## config.mk

```make
export PLATFORM = sky130hd
export DESIGN_NAME = caf_top
export DESIGN_NICKNAME = d
export VERILOG_FILES = /design/src/shared/caf_pkg.sv /design/src/shared/caf_match_if.sv /design/src/logic/caf_match_eng.sv /design/src/logic/caf_top.sv
export SDC_FILE = /design/constraint.sdc
export NUM_CORES = 2
export LEC_CHECK = 0
export BUFFER_PORTS_ARGS = -buffer_cell sky130_fd_sc_hd__buf_4
export CAP_MARGIN = 15
export CORE_MARGIN = 2
export CORE_UTILIZATION = 45
export DETAILED_ROUTE_END_ITERATION = 8
export GPL_ROUTABILITY_DRIVEN = 0
export RECOVER_POWER = 100
export SYNTH_ARGS = -nofsm -noshare
export SYNTH_HDL_FRONTEND = slang
export SYNTH_SLANG_ARGS = --single-unit
```

## constraint.sdc

```tcl
create_clock -name clk_sys -period 33.5 [get_ports clk_sys]
set_clock_uncertainty 0.2 [all_clocks]
set_input_delay 8.375 -clock clk_sys [delete_from_list [all_inputs] [get_ports clk_sys]]
set_output_delay 8.375 -clock clk_sys [all_outputs]
set_load 0.005 [all_outputs]
```

## src/shared/caf_pkg.sv

```systemverilog
// Constants, register map and state types of the CAN acceptance filter
// and bit-timing block. Assumes a single 10 MHz system clock.
// Operation
// After a complete valid frame lands, compare its identifier to every enabled filter.
// On a match copy the frame to the filter's buffer; no match, no store. The code keeps a full buffer and sets its overflow flag instead.
// A cleared mask bit accepts that identifier bit unconditionally.
// A set mask bit accepts only if filter bit equals identifier bit; all must accept.
// Legacy mode: filters zero and one under mask zero feed receive buffer zero.
// Legacy mode: filters two to five under mask one feed receive buffer one.
// Software keeps propagation plus phase one at least phase two.
// Software keeps resync jump width no larger than phase two.
// Bit is one-quantum sync, propagation, phase one, phase two; sample ends phase one.
// Software should normally use a resync jump width of one quantum.
// Extended flag set: all 29 identifier bits are filtered, upper eleven on top.
// Quantum comes from prescaler; value four gives ten clock periods.
package caf_pkg;
  localparam int NFILT = 6;
  localparam int IDW   = 29;

  // ----------------------------------------------------------------
  // Register byte addresses
  // ----------------------------------------------------------------
  localparam logic [7:0] A_CTRL   = 8'h00;
  localparam logic [7:0] A_TIMING = 8'h04;
  localparam logic [7:0] A_STATUS = 8'h08;
  localparam logic [7:0] A_FILT0  = 8'h10;
  localparam logic [7:0] A_FILT5  = 8'h24;
  localparam logic [7:0] A_MASK0  = 8'h28;
  localparam logic [7:0] A_MASK1  = 8'h2C;
  localparam logic [7:0] A_RECEIVE_BUFFER_ZERO   = 8'h30;
  localparam logic [7:0] A_RECEIVE_BUFFER_ONE   = 8'h40;
  localparam logic [7:0] A_RXEND  = 8'h4C;

  // ----------------------------------------------------------------
  // Field positions
  // ----------------------------------------------------------------
  localparam int CTRL_TIM_EN = 8;
  localparam int TIM_BRP     = 0;
  localparam int TIM_PROP    = 8;
  localparam int TIM_PH1     = 12;
  localparam int TIM_PH2     = 16;
  localparam int TIM_SJW     = 20;
  localparam int ST_FULL     = 0;
  localparam int ST_OVF      = 2;
  localparam int ST_CFG_ERR  = 4;
  localparam int FLT_EXT     = 31;
  localparam int INFO_HIT    = 4;

  // Standard frames only carry identifier bits 28:18
  localparam logic [IDW-1:0] STD_BITS = 29'h1FFC_0000;
  localparam logic [31:0]    RESET_W  = 32'h0000_0000;
  // Sync segment length in quanta
  localparam logic [4:0]     SYNC_TQ  = 5'h01;

  typedef enum logic [0:0] {
    CAF_IDLE  = 1'b0,
    CAF_CHECK = 1'b1
  } caf_st_t;

  typedef struct packed {
    logic             full;
    logic             ovf;
    logic             ext;
    logic [2:0]       hit;
    logic [3:0]       dlc;
    logic [IDW-1:0]   id;
    logic [63:0]      data;
  } caf_rxb_t;

  typedef struct packed {
    caf_st_t                 st;
    logic [NFILT-1:0]        filt_en;
    logic                    tim_en;
    logic [5:0]              brp;
    logic [2:0]              prop;
    logic [2:0]              ph1;
    logic [2:0]              ph2;
    logic [1:0]              resync_jump_width;
    logic [NFILT-1:0][31:0]  filt;
    logic [1:0][IDW-1:0]     mask;
    logic [IDW-1:0]          mab_id;
    logic                    mab_ext;
    logic [3:0]              mab_dlc;
    logic [63:0]             mab_data;
    caf_rxb_t [1:0]          rxb;
    logic [1:0]              stored;
    logic [31:0]             rdata;
    logic [6:0]              pre_cnt;
    logic [4:0]              tq_cnt;
    logic                    tq_tick;
    logic                    bit_start;
    logic                    sample;
  } caf_state_t;
endpackage : caf_pkg

```

## src/shared/caf_match_if.sv

```systemverilog
// Carries filters, masks and the assembled identifier to the match
// engine, and the per-filter hits back. Purely combinational path.
`timescale 1ns/1ps
interface caf_match_if;
  import caf_pkg::*;
  logic [NFILT-1:0][31:0] filt;
  logic [1:0][IDW-1:0]    mask;
  logic [NFILT-1:0]       en;
  logic [IDW-1:0]         id;
  logic                   ext;
  logic [NFILT-1:0]       hit;

  modport ctl (output filt, output mask, output en, output id, output ext, input hit);
  modport eng (input filt, input mask, input en, input id, input ext, output hit);
endinterface : caf_match_if

```

## src/logic/caf_match_eng.sv

```systemverilog
// Acceptance compare of the assembled identifier against all filters.
// Assumes inputs are stable registers; result is read in the same cycle.
`timescale 1ns/1ps
module caf_match_eng
  import caf_pkg::*;
(
  caf_match_if.eng m
);
  // One filter: mask-qualified bitwise equality plus frame-type match
  function automatic logic id_hit(input logic [31:0]    f,
                                  input logic [IDW-1:0] msk,
                                  input logic [IDW-1:0] id,
                                  input logic           ext);
    logic [IDW-1:0] used;
    used = ext ? msk : (msk & STD_BITS);
    // Clear mask bit drops out, set mask bit needs equality
    id_hit = (f[FLT_EXT] == ext) && (((f[IDW-1:0] ^ id) & used) == '0);
  endfunction : id_hit

  always_comb begin
    for (int i = 0; i < NFILT; i++) begin
      // Filters 0..1 use mask 0, the rest mask 1
      m.hit[i] = m.en[i] && id_hit(m.filt[i], m.mask[(i < 2) ? 0 : 1], m.id, m.ext);
    end
  end
endmodule : caf_match_eng

```

## src/logic/caf_top.sv

```systemverilog
// Acceptance filtering into two receive buffers plus nominal bit timing.
// Assumes the protocol engine runs on clk_sys and pulses frame_done once
// per valid frame, at least two cycles apart.
`timescale 1ns/1ps
module caf_top
  import caf_pkg::*;
(
  input  wire logic        clk_sys,
  input  wire logic        sys_rst,
  input  wire logic [7:0]  reg_addr,
  input  wire logic [31:0] reg_wdata,
  input  wire logic        reg_wr,
  input  wire logic        reg_rd,
  output logic      [31:0] reg_rdata,
  input  wire logic        frame_done,
  input  wire logic [28:0] frame_id,
  input  wire logic        frame_ext,
  input  wire logic [3:0]  frame_dlc,
  input  wire logic [63:0] frame_data,
  output logic      [1:0]  rx_full,
  output logic      [1:0]  rx_store,
  output logic             tq_tick,
  output logic             bit_start,
  output logic             sample_point
);
  caf_state_t q;
  caf_state_t d;
  caf_match_if mif ();

  caf_match_eng u_eng (
    .m (mif.eng)
  );

  // ----------------------------------------------------------------
  // Helpers
  // ----------------------------------------------------------------
  // Segment fields hold length minus one
  function automatic logic [4:0] seg_len(input logic [2:0] f);
    seg_len = {2'b00, f} + 5'h01;
  endfunction : seg_len

  function automatic logic [31:0] rxb_word(input caf_rxb_t b, input logic [1:0] w);
    case (w)
      2'h0:    rxb_word = {b.ext, 2'b00, b.id};
      2'h1:    rxb_word = {25'h0000000, b.hit, b.dlc};
      2'h2:    rxb_word = b.data[31:0];
      default: rxb_word = b.data[63:32];
    endcase
  endfunction : rxb_word

  logic [4:0] len_prop;
  logic [4:0] len_ph1;
  logic [4:0] len_ph2;
  logic       cfg_err;
  logic [1:0] grp_hit;
  logic [2:0] first;
  logic       tgt;
  logic [31:0] status_w;

  // Misprogramming is only reported; timing runs with what is set
  assign len_prop = seg_len(q.prop);
  assign len_ph1  = seg_len(q.ph1);
  assign len_ph2  = seg_len(q.ph2);
  assign cfg_err  = ((len_prop + len_ph1) < len_ph2)
                  || ({3'b000, q.resync_jump_width} + 5'h01 > len_ph2);

  // ----------------------------------------------------------------
  // Match engine hookup
  // ----------------------------------------------------------------
  // Compare runs on the held copy, so a new frame cannot disturb it
  assign mif.filt = q.filt;
  assign mif.mask = q.mask;
  assign mif.en   = q.filt_en;
  assign mif.id   = q.mab_id;
  assign mif.ext  = q.mab_ext;

  assign grp_hit = {|mif.hit[5:2], |mif.hit[1:0]};

  // Buffer zero wins when both groups match; lowest filter is reported
  always_comb begin
    first = 3'h0;
    for (int i = NFILT - 1; i >= 0; i--) begin
      if (mif.hit[i]) begin
        first = 3'(i);
      end
    end
  end
  assign tgt = ~grp_hit[0];

  assign status_w = {27'h0000000, cfg_err, q.rxb[1].ovf, q.rxb[0].ovf,
                     q.rxb[1].full, q.rxb[0].full};

  // ----------------------------------------------------------------
  // Next state
  // ----------------------------------------------------------------
  always_comb begin
    d           = q;
    d.stored    = 2'b00;
    d.tq_tick   = 1'b0;
    d.bit_start = 1'b0;
    d.sample    = 1'b0;

    // Register writes; status clears come first so a same-cycle set wins
    if (reg_wr) begin
      if (reg_addr == A_CTRL) begin
        d.filt_en = reg_wdata[NFILT-1:0];
        d.tim_en  = reg_wdata[CTRL_TIM_EN];
      end else if (reg_addr == A_TIMING) begin
        d.brp  = reg_wdata[TIM_BRP +: 6];
        d.prop = reg_wdata[TIM_PROP +: 3];
        d.ph1  = reg_wdata[TIM_PH1 +: 3];
        d.ph2  = reg_wdata[TIM_PH2 +: 3];
        d.resync_jump_width  = reg_wdata[TIM_SJW +: 2];
      end else if (reg_addr == A_STATUS) begin
        for (int b = 0; b < 2; b++) begin
          if (reg_wdata[ST_FULL + b]) begin
            d.rxb[b].full = 1'b0;
          end
          if (reg_wdata[ST_OVF + b]) begin
            d.rxb[b].ovf = 1'b0;
          end
        end
      end else if (reg_addr >= A_FILT0 && reg_addr <= A_FILT5) begin
        d.filt[3'((reg_addr - A_FILT0) >> 2)] = reg_wdata;
      end else if (reg_addr == A_MASK0) begin
        d.mask[0] = reg_wdata[IDW-1:0];
      end else if (reg_addr == A_MASK1) begin
        d.mask[1] = reg_wdata[IDW-1:0];
      end
    end

    // Frame flow: capture, then compare and store in the next cycle
    case (q.st)
      CAF_IDLE: begin
        if (frame_done) begin
          d.mab_id   = frame_id;
          d.mab_ext  = frame_ext;
          d.mab_dlc  = frame_dlc;
          d.mab_data = frame_data;
          d.st       = CAF_CHECK;
        end
      end
      CAF_CHECK: begin
        d.st = CAF_IDLE;
        if (|grp_hit) begin
          // A full buffer is never overwritten; the frame is lost instead
          if (q.rxb[tgt].full) begin
            d.rxb[tgt].ovf = 1'b1;
          end else begin
            d.rxb[tgt].full = 1'b1;
            d.rxb[tgt].ext  = q.mab_ext;
            d.rxb[tgt].hit  = first;
            d.rxb[tgt].dlc  = q.mab_dlc;
            d.rxb[tgt].id   = q.mab_id;
            d.rxb[tgt].data = q.mab_data;
            d.stored[tgt]   = 1'b1;
          end
        end
      end
      default: d.st = CAF_IDLE;
    endcase

    // Quantum is 2*(brp+1) clocks; holding the counter off keeps phase known
    if (!q.tim_en) begin
      d.pre_cnt = 7'h00;
      d.tq_cnt  = 5'h00;
    end else if (q.pre_cnt == {q.brp, 1'b1}) begin
      d.pre_cnt = 7'h00;
      d.tq_tick = 1'b1;
      // Sample point closes phase one
      d.sample  = (q.tq_cnt == SYNC_TQ + len_prop + len_ph1 - 5'h01);
      if (q.tq_cnt == SYNC_TQ + len_prop + len_ph1 + len_ph2 - 5'h01) begin
        d.tq_cnt    = 5'h00;
        d.bit_start = 1'b1;
      end else begin
        d.tq_cnt = q.tq_cnt + 5'h01;
      end
    end else begin
      d.pre_cnt = q.pre_cnt + 7'h01;
    end

    // Read data valid only in the cycle after the strobe
    d.rdata = RESET_W;
    if (reg_rd) begin
      if (reg_addr == A_CTRL) begin
        d.rdata = {23'h000000, q.tim_en, 2'b00, q.filt_en};
      end else if (reg_addr == A_TIMING) begin
        d.rdata = {10'h000, q.resync_jump_width, 1'b0, q.ph2, 1'b0, q.ph1, 1'b0, q.prop, 2'b00, q.brp};
      end else if (reg_addr == A_STATUS) begin
        d.rdata = status_w;
      end else if (reg_addr >= A_FILT0 && reg_addr <= A_FILT5) begin
        d.rdata = q.filt[3'((reg_addr - A_FILT0) >> 2)];
      end else if (reg_addr == A_MASK0) begin
        d.rdata = {3'b000, q.mask[0]};
      end else if (reg_addr == A_MASK1) begin
        d.rdata = {3'b000, q.mask[1]};
      end else if (reg_addr >= A_RECEIVE_BUFFER_ZERO && reg_addr <= A_RXEND) begin
        d.rdata = rxb_word(q.rxb[reg_addr >= A_RECEIVE_BUFFER_ONE], reg_addr[3:2]);
      end
    end
  end

  // ----------------------------------------------------------------
  // State register
  // ----------------------------------------------------------------
  always_ff @(posedge clk_sys or posedge sys_rst) begin
    if (sys_rst) begin
      q <= '0;
    end else begin
      q <= d;
    end
  end

  // ----------------------------------------------------------------
  // Outputs
  // ----------------------------------------------------------------
  assign reg_rdata    = q.rdata;
  assign rx_full      = {q.rxb[1].full, q.rxb[0].full};
  assign rx_store     = q.stored;
  assign tq_tick      = q.tq_tick;
  assign bit_start    = q.bit_start;
  assign sample_point = q.sample;
endmodule : caf_top

```

==> flow_metrics.tcl <==
set metrics [dict create \
    die_w_um 268 \
    setup_viol 0 \
    grt-ovfl-total 0 \
    synthesis.area_mm2 0.0315 \
    clockRootBuffer "clkbuf_16" \
    period_minus_slack_ps 19980 \
    finalMaxSlewViolations 1242 \
    grt_pass1_wl_um 146000 \
    htree_num_levels 3 \
    routed_via_density 5.98 \
    vias 21100 \
    hold_viol 0 \
    synth-seq-cells 628 \
    synth_edf_count 0 \
    clockBufferDepth 3 \
    dpl.cell_count 3403 \
    drc 0 \
    port_buffers 181 \
    max_slew.worst_pin.slew_ps 9070 \
    cp-start-kind "input pin" \
    worst-setup-path-type "input pin to async pin" \
    cp.arrival_ps 19630 \
    drive_above_1_share_pct 18.6 \
    avgSynthCellArea_um2 12.8 \
    use_met3_pct 5.88 \
    ys.flop_type "dfrtp_1" \
    rsz0062_at_grt "no" \
    synthArstFlopShare_pct 100 \
    synth_warnings 0 \
    slew-limit-headroom_pct -504 \
    postCtsHoldBufs 0 \
    cp.required_ps 33140 \
    syn_inst 2454 \
    synth.distinct_cells 64 \
    die_h_um 268 \
    row_count 96 \
    hpwl_um 67500 \
    outcome "finished with violations" \
    area_growth_pct 11.7 \
    irDropWorstVdd_mv 0.0368 \
    power_density_mw_per_mm2 62.7 \
    num-nets-final 2717 \
    finalSetupTns_ps 0 \
    cap_viol_max_count 26 \
    leakagePower_nw 16.6 \
    start_util_pct 45.6 \
    path_clk_slew_ps 60 \
    violations "capacitance limit, slew limit" \
    grt-busiest-layer "met2" \
    instances_no_fill 3528 \
    cts.sinks 628 \
    cp-end-kind "async pin" \
    antenna_cells 0 \
    path_max_fanout 115 \
    hold_class "flip-flop to flip-flop" \
    cts_resized 0 \
    grt_pass1_vias 22000 \
    wl_um 96500 \
    gr-usage-all-layers_pct 27.2 \
    synth-seq-area-share_pct 49.9 \
    clock_latency_ps 640 \
    die_area_mm2 0.0721 \
    use_met1_pct 38.1 \
    syn_nets 2625 \
    drt_pre_antenna_iters 7 \
    ioPinCount 182 \
    postRouteAntennaNets 0 \
    fin_crit_sh_pct 59.7 \
    finalWorstSetupSlack_ps 13520 \
    p_total_w 0.00220 \
    grt_max_degree 181 \
    grtUsageMet2_pct 41.8 \
    numCtsBuffers 71 \
    drt_iter0_drc 2127 \
    fp.coreArea_mm2 0.0689 \
    post_cts_buffers 0 \
    cts_tree "yes" \
    antenna_found_initial 5 \
    dpl_worst_slack_ps 21380 \
    clock.fmax_mhz 50.0 \
    wire_per_inst_um 27.3 \
]
registers in the layout, indices dropped and copies added (netlist names):
name / count
sample_point: 1
mif.filt: 192
mif.mask: 58
q: 303
reg_rdata: 32
bit_start: 1
mif.id: 29
rx_store: 2
mif.en: 6
tq_tick: 1
rx_full: 2
mif.ext: 1
through the flow:
stage,area [um2],hold slack [ps],util (%)
final,35100,278,51.0
after global routing,35100,294,51.0
after CTS,35600,283,51.7
after detailed placement,33200,269,48.2
after global placement,33200,261,48.2
after floorplan,31500,250,-
layout make-up:
type                    instances  area, um2
clock inverters                17        293
well taps                     931       1160
flip-flops and latches        628      15700
fillers                      6210      33800
multi-input cells            1599      14200
repair buffers                220       1520
clock buffers                 107       2110
inverters                      26       98.8
per-layer routing:
layer / vias up / part of all wire [%]
met5: - / 0.048
met4: 6 / 4.2
met3: 231 / 7.7
met2: 868 / 45
met1: 11000 / 43
li1: 9051 / -
synth_stat cells (18+ instances only):
library cell  count  share of area (%)
mux4_2           46                3.3
a22oi_1          49                1.2
nor2_1           54               0.64
o21ai_0          57               0.91
xor2_1          165                4.6
xnor2_1          38                1.1
o21ai_1          20               0.32
buf_2            50               0.80
inv_1            26               0.31
mux2_2          133                4.8
mux2i_1          68                2.2
o2111ai_1        19               0.53
buf_4            38               0.91
ha_1             25               0.99
a21oi_1          80                1.3
nand2_1         177                2.1
mux2_1          352                 13
a221oi_1         21               0.58
mux2_4           80                3.8
nand3_1          18               0.29
clkbuf_1         81               0.97
dfrtp_1         628                 50
report_power, final:
part	switching (W)	internal, W	total (W)
clock network	0.000323	0.000484	0.000807
registers	0.000121	0.000896	0.00102
logic	0.000194	0.000185	0.000379
total	0.000638	0.00156	0.00220
cells by family after synthesis:
group	after synthesis	share of synthesized area, %
mux	679	26.6
flops	628	49.9
compound gates	360	7.84
simple gates	327	4.66
buf+inv	227	3.96
xor+xnor	205	5.79
fa+ha+maj	28	1.18
placed cells by master (no fill, tap or decap), types with 25 or more instances in the layout:
| master | Yosys | routed |
|---|---|---|
| mux2_2 | 133 | 133 |
| xor2_1 | 165 | 165 |
| clkbuf_16 | 0 | 72 |
| mux2_1 | 352 | 431 |
| a21oi_1 | 80 | 80 |
| mux2i_1 | 68 | 68 |
| nand2_1 | 177 | 177 |
| a22oi_1 | 49 | 49 |
| o21ai_0 | 57 | 68 |
| mux4_2 | 46 | 46 |
| buf_4 | 38 | 153 |
| nor2_1 | 54 | 49 |
| clkbuf_4 | 0 | 31 |
| inv_1 | 26 | 25 |
| dfrtp_1 | 628 | 628 |
| xnor2_1 | 38 | 38 |
| ha_1 | 25 | 25 |
| clkbuf_1 | 81 | 52 |
path summary, 6_finish.rpt:
check | to | startpoint | slack (ps) | cells past startpoint
worst max-delay path | mif.mask[10] | sys_rst | 13520 | 5
worst min-delay path | q[95] | q[95] | 280 | 1
worst max register to register | q[205] | mif.id[2] | 25290 | 9
worst min register to register | q[95] | q[95] | 280 | 1
max in group clk_sys | mif.filt[80] | reg_addr[3] | 18370 | 6
min in group asynchronous | q[308] | sys_rst | 9060 | 2
critical path, cell delays in order:
cell and delay, ps:
clkbuf_4 110, clkinvlp_2 2720, clkbuf_1 2530, clkbuf_1 2790, clkbuf_1 2850
Note: power is estimated with default switching activity, not from simulation.
